File: src/dos_pkg.sv
package dos_pkg;

  // Three-state order select, already resolved by the pin comparators
  typedef enum logic [1:0] {
    DOS_ORD_RAIL  = 2'h0,
    DOS_ORD_GND   = 2'h1,
    DOS_ORD_FLOAT = 2'h2
  } dos_order_e;

  // Sequencer states, Gray coded along the start path
  typedef enum logic [2:0] {
    DOS_ST_OFF    = 3'h0,
    DOS_ST_BIAS   = 3'h1,
    DOS_ST_RUN    = 3'h3
  } dos_state_e;

  localparam int unsigned CLK_HZ         = 40_000_000;
  localparam int unsigned SEQ_DELAY_US   = 400;
  localparam int unsigned SEQ_DELAY_CYC  = (SEQ_DELAY_US * (CLK_HZ / 1_000_000));
  localparam int unsigned SS_TIME_US     = 2100;
  localparam int unsigned SS_TIME_CYC    = (SS_TIME_US * (CLK_HZ / 1_000_000));
  localparam int unsigned SS_STEPS       = 64;
  localparam int unsigned SS_STEP_CYC    = SS_TIME_CYC / SS_STEPS;
  localparam int unsigned SKIP_PULSES    = 6;
  localparam int unsigned REF_W          = 6;
  localparam logic [REF_W-1:0] REF_FULL  = 6'h3F;

  // Per-channel inputs from the analog side
  typedef struct packed {
    logic enable_n;
    logic overcurrent;
  } dos_chan_in_s;

  // Per-channel control outputs
  typedef struct packed {
    logic             pwm_gate;
    logic             high_side_on;
    logic             pulldown_on;
    logic             ramp_done;
    logic [REF_W-1:0] ref_level;
  } dos_chan_out_s;

endpackage

File: src/dos_softstart.sv
`timescale 1ns/100ps
module dos_softstart
  import dos_pkg::*;
#(
  parameter int unsigned STEP_CYC = dos_pkg::SS_STEP_CYC,
  parameter int unsigned SKIP_N   = dos_pkg::SKIP_PULSES
) (
  // Clock and reset
  input  wire logic                     clk_i,
  input  wire logic                     rst_n_i,
  input  wire logic                     ce_i,
  // Control
  input  wire logic                     run_i,
  input  wire logic                     slot_i,
  input  wire logic                     overcurrent_i,
  // Status
  output logic                          pwm_o,
  output logic                          done_o,
  output logic [dos_pkg::REF_W-1:0]     ref_o
);
  initial begin
    if (STEP_CYC < 1 || STEP_CYC > 65536 || SKIP_N < 1 || SKIP_N > 15) begin
      $error("dos_softstart parameters out of range");
    end
  end

  typedef struct packed {
    logic [REF_W-1:0] ref_lvl;
    logic [15:0]      step_cnt;
    logic [3:0]       skip_cnt;
    logic             pwm;
    logic             done;
  } dos_ss_s;

  dos_ss_s st_ff;
  dos_ss_s nxt_st;

  always_comb begin
    nxt_st     = st_ff;
    nxt_st.pwm = 1'b0;
    if (!run_i) begin
      nxt_st = '0;
    end else begin
      if (st_ff.ref_lvl != REF_FULL) begin
        if (st_ff.step_cnt == 16'(STEP_CYC - 1)) begin
          nxt_st.step_cnt = '0;
          nxt_st.ref_lvl  = st_ff.ref_lvl + 1'b1;
        end else begin
          nxt_st.step_cnt = st_ff.step_cnt + 1'b1;
        end
      end else begin
        nxt_st.done = 1'b1;
      end
      if (slot_i) begin
        if (st_ff.skip_cnt != 4'h0) begin
          nxt_st.skip_cnt = st_ff.skip_cnt - 1'b1;
        end else begin
          nxt_st.pwm = 1'b1;
        end
      end
      // Overcurrent only loads the skip count while the ramp is still climbing
      if (overcurrent_i && !st_ff.done) begin
        nxt_st.skip_cnt = 4'(SKIP_N);
        nxt_st.pwm      = 1'b0;
      end
    end
  end

  always_ff @(posedge clk_i or negedge rst_n_i) begin
    if (!rst_n_i) begin
      st_ff <= '0;
    end else if (ce_i) begin
      st_ff <= nxt_st;
    end
  end

  assign pwm_o  = st_ff.pwm;
  assign done_o = st_ff.done;
  assign ref_o  = st_ff.ref_lvl;
endmodule // dos_softstart

File: src/dos_delay.sv
`timescale 1ns/100ps
module dos_delay #(
  parameter int unsigned DELAY_CYC = dos_pkg::SEQ_DELAY_CYC
) (
  // Clock and reset
  input  wire logic clk_i,
  input  wire logic rst_n_i,
  input  wire logic ce_i,
  // Start and expiry
  input  wire logic start_i,
  output logic      expired_o
);
  initial begin
    if (DELAY_CYC < 1 || DELAY_CYC > 65535) begin
      $error("dos_delay DELAY_CYC out of range");
    end
  end

  typedef struct packed {
    logic [15:0] cnt;
    logic        expired;
  } dos_dly_s;

  dos_dly_s st_ff;
  dos_dly_s nxt_st;

  always_comb begin
    nxt_st = st_ff;
    if (!start_i) begin
      nxt_st = '0;
    end else if (st_ff.cnt == 16'(DELAY_CYC - 1)) begin
      nxt_st.expired = 1'b1;
    end else begin
      nxt_st.cnt = st_ff.cnt + 1'b1;
    end
  end

  always_ff @(posedge clk_i or negedge rst_n_i) begin
    if (!rst_n_i) begin
      st_ff <= '0;
    end else if (ce_i) begin
      st_ff <= nxt_st;
    end
  end

  assign expired_o = st_ff.expired;
endmodule // dos_delay

File: src/dos_sequencer.sv
// Function
// - Each channel has an active-low enable; low enables it and starts soft start.
// - An undriven enable reads high, so the channel stays off.
// - Both enables high puts the device in shutdown with bias regulator off.
// - Deasserting a running master or floating-mode channel turns its high side off; pulldown stays off.
// - Order select is caught at power-on: rail, ground or floating.
// - Rail mode: output 1 starts about 400 us after output 2 regulates.
// - Rail mode: output 2 enable high after running disables both outputs.
// - Rail mode: output 1 enable ignored while output 2 on; else it holds bias.
// - Ground mode: output 2 starts about 400 us after output 1 regulates.
// - Ground mode: output 1 enable high after running disables both outputs.
// - Ground mode: output 2 enable ignored while output 1 on; else holds bias.
// - Floating mode with enables tied: both ramps run together, finish together.
// - Floating mode with separate enables: each channel follows its own enable.
// - Soft start steps the reference from zero to full over about 2.1 ms.
// - An overcurrent during soft start suppresses the next six PWM pulses.
// - No pulse is skipped unless an overcurrent was actually seen.
// - Channels switch on alternate oscillator cycles, half a period apart.
// - PWM and soft start only after the bias rail reports good.
`timescale 1ns/100ps
module dos_sequencer
  import dos_pkg::*;
#(
  parameter int unsigned SEQ_DELAY = dos_pkg::SEQ_DELAY_CYC,
  parameter int unsigned STEP_CYC  = dos_pkg::SS_STEP_CYC
) (
  // Clock and reset
  input  wire logic                  ref_clk_i,
  input  wire logic                  rst_n_i,
  input  wire logic                  ce_i,
  // Supply status
  input  wire logic                  control_supply_ok_i,
  input  wire logic                  internal_bias_rail_good_i,
  input  wire logic                  osc_tick_i,
  // Sequence select and enables
  input  wire dos_pkg::dos_order_e   startup_order_select_i,
  input  wire logic                  output1_enable_n_i,
  input  wire logic                  output1_enable_n_oe_i,
  input  wire logic                  output2_enable_n_i,
  input  wire logic                  output2_enable_n_oe_i,
  input  wire logic [1:0]            overcurrent_i,
  // Channel controls
  output dos_pkg::dos_chan_out_s     chan1_o,
  output dos_pkg::dos_chan_out_s     chan2_o,
  output logic                       bias_regulator_on_o,
  output logic                       shutdown_o,
  output dos_pkg::dos_order_e        order_o
);
  import dos_pkg::*;

  initial begin
    if (SEQ_DELAY < 1 || STEP_CYC < 1) begin
      $error("dos_sequencer parameters out of range");
    end
  end

  typedef struct packed {
    logic          captured;
    dos_order_e    order;
    dos_state_e    state;
    logic          phase;
    logic [1:0]    ran;
    dos_chan_out_s ch1;
    dos_chan_out_s ch2;
    logic          bias_on;
    logic          shdn;
  } dos_top_s;

  dos_top_s st_ff;
  dos_top_s nxt_st;
  logic     rst_sync_n;

  // Enables that are not driven read as high
  logic en1;
  logic en2;
  assign en1 = output1_enable_n_oe_i & ~output1_enable_n_i;
  assign en2 = output2_enable_n_oe_i & ~output2_enable_n_i;

  // Reset release synchroniser kept outside the main struct
  logic [1:0] rsync_ff;
  always_ff @(posedge ref_clk_i or negedge rst_n_i) begin
    if (!rst_n_i) begin
      rsync_ff <= 2'h0;
    end else begin
      rsync_ff <= {rsync_ff[0], 1'b1};
    end
  end
  assign rst_sync_n = rsync_ff[1];

  logic run1;
  logic run2;
  logic slot1;
  logic slot2;
  logic done1;
  logic done2;
  logic pwm1;
  logic pwm2;
  logic dly_start;
  logic dly_exp;
  logic [REF_W-1:0] ref1;
  logic [REF_W-1:0] ref2;
  logic bias_ok;

  assign bias_ok = st_ff.state == DOS_ST_RUN && internal_bias_rail_good_i;
  assign slot1   = osc_tick_i & ~st_ff.phase;
  assign slot2   = osc_tick_i & st_ff.phase;

  // Enable decode per captured order
  always_comb begin
    run1      = 1'b0;
    run2      = 1'b0;
    dly_start = 1'b0;
    if (bias_ok) begin
      unique case (st_ff.order)
        DOS_ORD_RAIL: begin
          run2      = en2;
          dly_start = en2 & done2;
          run1      = dly_start & dly_exp;
        end
        DOS_ORD_GND: begin
          run1      = en1;
          dly_start = en1 & done1;
          run2      = dly_start & dly_exp;
        end
        default: begin
          // Tied enables start both ramps on the same edge, so they finish together
          run1 = en1;
          run2 = en2;
        end
      endcase
    end
  end

  always_comb begin
    nxt_st          = st_ff;
    if (!st_ff.captured && control_supply_ok_i) begin
      nxt_st.captured = 1'b1;
      nxt_st.order    = startup_order_select_i;
    end
    if (osc_tick_i) begin
      nxt_st.phase = ~st_ff.phase;
    end
    // Bias demand per mode; slave enable can hold bias while master is off
    unique case (st_ff.order)
      DOS_ORD_RAIL:  nxt_st.bias_on = en2 | en1;
      DOS_ORD_GND:   nxt_st.bias_on = en1 | en2;
      default:       nxt_st.bias_on = en1 | en2;
    endcase
    if (!control_supply_ok_i || !st_ff.captured) begin
      nxt_st.bias_on = 1'b0;
    end
    nxt_st.shdn = ~nxt_st.bias_on;
    unique case (st_ff.state)
      DOS_ST_OFF:  if (nxt_st.bias_on) nxt_st.state = DOS_ST_BIAS;
      DOS_ST_BIAS: if (!nxt_st.bias_on) nxt_st.state = DOS_ST_OFF;
                   else if (internal_bias_rail_good_i) nxt_st.state = DOS_ST_RUN;
      DOS_ST_RUN:  if (!nxt_st.bias_on) nxt_st.state = DOS_ST_OFF;
      default:     nxt_st.state = DOS_ST_OFF;
    endcase
    nxt_st.ran              = {run2, run1};
    nxt_st.ch1.pwm_gate     = pwm1 & run1;
    nxt_st.ch1.high_side_on = pwm1 & run1;
    nxt_st.ch1.pulldown_on  = 1'b0;
    nxt_st.ch1.ramp_done    = done1;
    nxt_st.ch1.ref_level    = ref1;
    nxt_st.ch2.pwm_gate     = pwm2 & run2;
    nxt_st.ch2.high_side_on = pwm2 & run2;
    nxt_st.ch2.pulldown_on  = 1'b0;
    nxt_st.ch2.ramp_done    = done2;
    nxt_st.ch2.ref_level    = ref2;
  end

  always_ff @(posedge ref_clk_i or negedge rst_sync_n) begin
    if (!rst_sync_n) begin
      st_ff       <= '0;
      st_ff.order <= DOS_ORD_FLOAT;
      st_ff.shdn  <= 1'b1;
    end else if (ce_i) begin
      st_ff <= nxt_st;
    end
  end

  dos_softstart #(.STEP_CYC(STEP_CYC), .SKIP_N(SKIP_PULSES)) u_ss1 (
    .clk_i         (ref_clk_i),
    .rst_n_i       (rst_sync_n),
    .ce_i          (ce_i),
    .run_i         (run1),
    .slot_i        (slot1),
    .overcurrent_i (overcurrent_i[0]),
    .pwm_o         (pwm1),
    .done_o        (done1),
    .ref_o         (ref1)
  );

  dos_softstart #(.STEP_CYC(STEP_CYC), .SKIP_N(SKIP_PULSES)) u_ss2 (
    .clk_i         (ref_clk_i),
    .rst_n_i       (rst_sync_n),
    .ce_i          (ce_i),
    .run_i         (run2),
    .slot_i        (slot2),
    .overcurrent_i (overcurrent_i[1]),
    .pwm_o         (pwm2),
    .done_o        (done2),
    .ref_o         (ref2)
  );

  dos_delay #(.DELAY_CYC(SEQ_DELAY)) u_dly (
    .clk_i     (ref_clk_i),
    .rst_n_i   (rst_sync_n),
    .ce_i      (ce_i),
    .start_i   (dly_start),
    .expired_o (dly_exp)
  );

  assign chan1_o             = st_ff.ch1;
  assign chan2_o             = st_ff.ch2;
  assign bias_regulator_on_o = st_ff.bias_on;
  assign shutdown_o          = st_ff.shdn;
  assign order_o             = st_ff.order;
endmodule // dos_sequencer

File: config.mk
export PLATFORM = sky130hd
export DESIGN_NAME = dos_sequencer
export DESIGN_NICKNAME = d
export VERILOG_FILES = /design/src/dos_pkg.sv /design/src/dos_softstart.sv /design/src/dos_delay.sv /design/src/dos_sequencer.sv
export SDC_FILE = /design/constraint.sdc
export NUM_CORES = 1
export LEC_CHECK = 0
export BUFFER_PORTS_ARGS = -buffer_cell sky130_fd_sc_hd__buf_2
export CAP_MARGIN = 20
export CELL_PAD_IN_SITES_DETAIL_PLACEMENT = 1
export CELL_PAD_IN_SITES_GLOBAL_PLACEMENT = 2
export CORE_ASPECT_RATIO = 0.75
export CORE_MARGIN = 2
export CORE_UTILIZATION = 34
export CTS_BUF_LIST = sky130_fd_sc_hd__clkbuf_2 sky130_fd_sc_hd__clkbuf_4 sky130_fd_sc_hd__clkbuf_8
export DETAILED_ROUTE_END_ITERATION = 16
export PLACE_DENSITY_LB_ADDON = 0.08
export SLEW_MARGIN = 20
export SYNTH_ARGS = -nofsm -noshare
export SYNTH_HDL_FRONTEND = slang
export SYNTH_SLANG_ARGS = --single-unit
File: constraint.sdc
create_clock -name ref_clk_i -period 5.33 [get_ports ref_clk_i]
set_input_delay 1.066 -clock ref_clk_i [delete_from_list [all_inputs] [get_ports ref_clk_i]]
set_output_delay 1.066 -clock ref_clk_i [all_outputs]
set_load 0.01 [all_outputs]
Word level (Yosys, flattened, before mapping)
Cells that the tools add are included.
- flip-flop bits (word level): 100
- latch bits: 0
- RAM bits: 0
- ROM bits: 0
- bits of input ports: 14
- logic and storage cells: 129
- memories kept: 0
- add/sub/neg operators: 7
- multiply operators: 0
- divide/modulo/power cells: 0
- magnitude comparators: 0
- equality and inequality tests: 23
- shift-type cells: 0
- mux-type cells: 33
- bitwise logic cells: 15
- reduce and logical (&&, ||, !) cells: 26
- operators with widths (cell ; number):
    two-way mux 28 bit ; 2
    adder 16 x 1 -> 16 bit (second input constant) ; 3
    two-way mux 16 bit ; 3
    two-way mux 22 bit ; 2
    == test 16 x 11 -> 1 bit (second input constant) ; 2
    two-way mux 5 bit ; 4
    two-way mux 17 bit ; 1
    == test 16 x 14 -> 1 bit (second input constant) ; 1
    AND reduction 2 bit ; 8
    adder 6 x 1 -> 6 bit (second input constant) ; 2
    two-way mux 3 bit ; 4
    two-way mux 6 bit ; 2
    inequality test 2 bit (second input constant) ; 6
    inequality test 3 x 1 -> 1 bit (second input constant) ; 4
    inequality test 6 bit (second input constant) ; 2
    AND reduction 3 bit ; 4
    two-way mux 1 bit ; 11
    AND 1 bit ; 10
    one-hot mux 3 bit (3 select lines) ; 1
    two-way mux 4 bit ; 2
    inequality test 2 x 1 -> 1 bit (second input constant) ; 4
    nonzero test 4 bit ; 2
    subtractor 4 x 1 -> 4 bit (second input constant) ; 2
    logical AND 1 bit ; 4
    12 further kinds ; 18

Logic depth before layout (Yosys ltp)
- depth after elaboration: 8
- depth in mapped cells: 8
- depth with buffers taken out: 7

By module
From an unflattened synthesis, not the netlist that was laid out.
- cells, all modules: 628
- area total of the unflattened synthesis: 6007.0 um^2
- by module, submodules not included (module ; instances ; cells each ; area an instance (um^2) ; seq. area each (um^2)):
    dos_softstart ; 2 ; 205 ; 1844.3 ; 700.7
    dos_sequencer ; 1 ; 106 ; 1306.3 ; 653.1
    dos_delay ; 1 ; 112 ; 1012.2 ; 425.4

Worst setup path after synthesis
No wires, ideal clock.
- path type: input -> register
- start point: input output1_enable_n_i
- end point: register u_dly.st_ff[7] (netlist name)
- arrival: 2465 ps
- data required time: 5259 ps
- setup slack: 2795 ps
- cell stages on the path: 6
- buffers on the path: 1
- cells stage by stage: nand4b_1 a211oi_2 nand2_1 clkbuf_1 or4_1 nand3_1
- longest elaborated chain between the ends: 7
- elaborated cells on any way between the ends: 8
- classes of those cells: 1 x eq/ne; 3 x mux; 3 x bitwise; 1 x reduce/logical
- ends and longest elaborated chain (what ; RTL line ; source):
    from (decl) ; dos_sequencer.sv:37 ; input wire logic output1_enable_n_i,
    inverter 1 bit (*) ; dos_sequencer.sv:76 ; assign en1 = output1_enable_n_oe_i & ~output1_enable_n_i;
    AND 1 bit (*) ; dos_sequencer.sv:76 ;
    AND 1 bit (*) ; dos_sequencer.sv:122 ; dly_start = en1 & done1;
    one-hot mux 1 bit (2 select lines) (*) ; dos_sequencer.sv:114 ; unique case (st_ff.order)
    two-way mux 1 bit (*) ; dos_sequencer.sv:113 ; if (bias_ok) begin
    inequality test 2 bit (no line) ; - ;
    AND reduction 2 bit (no line) ; - ;
    to (signal assigned) ; dos_delay.sv:42 ; st_ff <= nxt_st;
    to (decl) ; dos_delay.sv:24 ; dos_dly_s st_ff;
Mark *: on every way between the ends. The rest lies on a longest branch, timed or not.
A chain may end at the register's enable or synchronous reset.

Worst setup path after layout
- start point: input output1_enable_n_i
- end point: register u_ss2.st_ff[15] (netlist name)
- longest elaborated chain between the ends: 8
- elaborated cells on any way between the ends: 9
- classes of those cells: 1 x eq/ne; 3 x mux; 4 x bitwise; 1 x reduce/logical
- ends and longest elaborated chain (what ; RTL line ; source):
    inverter 1 bit (*) ; dos_sequencer.sv:76 ;
    AND 1 bit (*) ; dos_sequencer.sv:76 ;
    AND 1 bit (*) ; dos_sequencer.sv:122 ;
    AND 1 bit (*) ; dos_sequencer.sv:123 ; run2 = dly_start & dly_exp;
    two-way mux 1 bit (*) ; dos_sequencer.sv:114 ;
    two-way mux 1 bit (*) ; dos_sequencer.sv:113 ;
    inequality test 2 x 1 -> 1 bit (no line) ; - ;
    AND reduction 2 bit (no line) ; - ;
    to (signal assigned) ; dos_softstart.sv:73 ; st_ff <= nxt_st;
    to (decl) ; dos_softstart.sv:35 ; dos_ss_s st_ff;
Marks and branches as above.

==> impl_metrics.env <==
export IMPL_post_route_cells_drive_above_1_share=0.1528
export IMPL_ys_seq_elements=99
export IMPL_nFillCells=1833
export IMPL_async_flop_share=1.000
export IMPL_status="complete, no violations"
export IMPL_cts_tree="done"
export IMPL_synth_cell_types=64
export IMPL_grt_pass1_wl_um=25120
export IMPL_min_to="rsync_ff[1]"
export IMPL_max_slew_margin=0.3424
export IMPL_pre_cts_slack_ns=2.017
export IMPL_setup_violations=0
export IMPL_clock_sinks=99
export IMPL_postSynthCellCount=576
export IMPL_final_hold_violation_count=0
export IMPL_tns_ns=0
export IMPL_clock_path_buffers=2
export IMPL_multi_input_area_um2=2686
export IMPL_postCtsSetupRepairBufs=0
export IMPL_r2r_start="u_ss2.st_ff[6]"
export IMPL_path_clk_slew_ns=0.10
export IMPL_grt_overflow=0
export IMPL_cts_resized=0
export IMPL_hpwl_um=10250
export IMPL_cap_viol_max_count=0
export IMPL_min_delay_start="rsync_ff[0]"
export IMPL_period_minus_slack_ns=2.875
export IMPL_cts_buffers=9
export IMPL_grt_antenna_before_repair=0
export IMPL_setup_worst_path_start_class="input pin"
export IMPL_track_usage=0.1866
export IMPL_grt_pass1_vias=4717
export IMPL_arrival_ns=3.20
export IMPL_die_w_um=150.4
export IMPL_gp_congestion=0.7729
export IMPL_io_buffers=35
export IMPL_nNetsFinal=607
export IMPL_dieArea_um2=17110
export IMPL_synth_enable_flop_cells=0
export IMPL_clock_latency_ns=0.39
export IMPL_synth_ff_type="dfrtp_1"
export IMPL_rows=40
export IMPL_h_tree_depth=3
export IMPL_post_route_period_util=0.5394
export IMPL_cp_max_fo=13
export IMPL_die_h_um=113.8
export IMPL_vias_per_cell=5.666
export IMPL_finalClockSkew_ns=0.01524
export IMPL_grt_setup_unrepaired="false"
export IMPL_ff2ff_setup_slack_ns=2.62
export IMPL_peakVddDrop_mv=0.1006
export IMPL_wl_per_cell_um=18.59
export IMPL_powerDensity_nw_per_um2=249.3
export IMPL_slew_viol_final=0
export IMPL_areaGrowthSynthToFinish_pct=8.383
export IMPL_tightest_slew_ns=0.9788
export IMPL_ant_nets=0
export IMPL_worst_slack_ns=2.455
export IMPL_vias=4527
export IMPL_syn_area_per_cell_um2=9.484
export IMPL_antennaDiodeCount=0
export IMPL_fmax_ghz=0.3478
export IMPL_clk_root_buffer_cell="clkbuf_8"
export IMPL_hold_buffers=0
export IMPL_power_leakage_nw=2.487
export IMPL_synth_yosys_seq_area_share=0.4540
export IMPL_routed_wl_um=14850
export IMPL_whs_path_depth=0
export IMPL_r2r_end="u_ss2.st_ff[12]"
export IMPL_netlist_area_um2=5463
export IMPL_crit_type="in2reg"
export IMPL_required_ns=5.65
export IMPL_dr_first_iter_drc_count=237
export IMPL_critPathCaptureType="flip-flop"
export IMPL_post_route_drc_count=0
export IMPL_yosys_warnings=0
export IMPL_dr_pass1_iters=4
export IMPL_rr_worst_depth=6
export IMPL_start_util=0.3443
export IMPL_hp_class="reg2reg"
export IMPL_grt_max_degree=57
export IMPL_regArea_um2=2484
export IMPL_ioPinCount=38
export IMPL_fp_coreArea_um2=15870
export IMPL_total_power_mw=1.476
critical path, cell delays in order:
cell      delay (ns)
buf_2           0.11
nand4b_1        0.19
mux2i_1         0.42
nand3_1         0.52
nor2_1          0.65
a22o_1          0.23
cells in the final DEF, fill, tap and decap left out, types with 3 or more instances in the layout:
master	count
a21oi_1	32
a22o_1	11
a2bb2oi_1	4
a31oi_1	12
and2_1	5
and3_1	10
and4_1	7
buf_2	35
buf_4	3
clkbuf_4	3
clkbuf_8	11
conb_1	3
dfrtp_1	96
ha_1	9
inv_1	14
mux2_2	20
mux2i_1	3
nand2_1	52
nand2b_1	8
nand3_1	33
nand4_1	16
nand4b_1	4
nor2_1	29
nor2b_1	9
nor3_1	15
nor4_1	5
o21ai_0	45
o21ai_1	3
o2bb2ai_1	6
o311ai_0	4
o31ai_1	9
o41ai_1	4
or2_2	3
or3_1	9
or4_1	7
xnor2_1	4
xor2_1	3
how the worst max path moves through the flow:
stage / start / to / slack (ns) / cells past startpoint
2_1_floorplan: rsync_ff[1] / bias_regulator_on_o / 2.37 / 0
3_3_place_gp: output1_enable_n_i / u_ss2.st_ff[8] / 2.03 / 6
3_5_place_dp: ce_i / u_ss2.st_ff[12] / 2.02 / 5
4_1_cts: ce_i / u_ss2.st_ff[12] / 2.43 / 5
5_1_grt: ce_i / u_dly.st_ff[16] / 2.17 / 6
6_report: output1_enable_n_i / u_ss2.st_ff[15] / 2.46 / 6
flip-flops by register name, summed over array words and instances, names as in the netlist:
signal               cells
u_ss2.ref_o              6
u_dly.st_ff             16
st_ff                    4
u_ss1.ref_o              6
u_ss1.pwm_o              1
chan1_o                  8
u_ss2.pwm_o              1
rsync_ff                 2
u_ss1.st_ff             20
order_o                  2
u_ss2.done_o             1
u_ss2.st_ff             20
u_ss1.done_o             1
bias_regulator_on_o      1
chan2_o                  8
shutdown_o               1
u_dly.expired_o          1
cell usage after synthesis (9+ instances only):
cell	count	area share
dfrtp_1	97	0.44
nand2_1	52	0.036
o21ai_0	45	0.041
nand3_1	33	0.030
a21oi_1	32	0.029
nor2_1	29	0.020
buf_4	23	0.032
mux2_2	20	0.041
nand4_1	16	0.018
nor3_1	15	0.014
inv_1	14	0.0096
clkbuf_1	13	0.0089
a31oi_1	12	0.014
a22o_1	11	0.018
and3_1	10	0.011
ha_1	9	0.021
nor2b_1	9	0.010
o31ai_1	9	0.012
or3_1	9	0.010
power breakdown:
part           leakage [nW]  total (mW)  switching (mW)  internal [mW]
clock network         0.121       0.576           0.269          0.307
logic                  1.01       0.112          0.0736         0.0382
registers              1.36       0.789          0.0240          0.765
total                  2.49        1.48           0.367           1.11
routing by layer:
layer / part of all wire / global-route usage / vias to the layer above
met2: 0.45 / 0.2903 / 51
met5: 0 / 0 / -
li1: - / - / 2141
met4: 0.0093 / 0.04277 / 0
met3: 0.027 / 0.04080 / 9
met1: 0.51 / 0.2663 / 2326
per-stage QoR:
step | utilization | cell area, µm² | std cells | hold slack (ns)
3_3_place_gp | 0.3584 | 5687 | 783 | 0.3356
3_5_place_dp | 0.3584 | 5687 | 783 | 0.3405
6_report | 0.3732 | 5921 | 799 | 0.3627
4_1_cts | 0.3732 | 5921 | 799 | 0.3654
2_1_floorplan | - | 5466 | 577 | 0.3312
5_1_grt | 0.3732 | 5921 | 799 | 0.3828
area by class of cell:
| class | instances | share of cell area |
|---|---|---|
| flip-flops and latches | 99 | 0.4195 |
| repair buffers | 38 | 0.03339 |
| clock inverters | 2 | 0.01014 |
| inverters | 15 | 0.009510 |
| clock buffers | 14 | 0.02937 |
| multi-input cells | 421 | 0.4537 |
| well taps | 210 | 0.04438 |
cells by family (layout without fill, tap and decap cells):
| logic type | count (synthesis) | in the layout | synth area share |
|---|---|---|---|
| xor gates and xnor gates | 7 | 7 | 0.01122 |
| muxes | 23 | 23 | 0.04673 |
| DFF | 99 | 99 | 0.4540 |
| and+or+nand+nor | 225 | 225 | 0.2263 |
| adders and majority gates | 9 | 9 | 0.02061 |
| buffers and inverters | 57 | 69 | 0.05497 |
| other | 2 | 3 | 0.001375 |
| AOI/OAI and AO/OA | 154 | 154 | 0.1848 |
No activity file was read; power rests on OpenSTA's default activity.
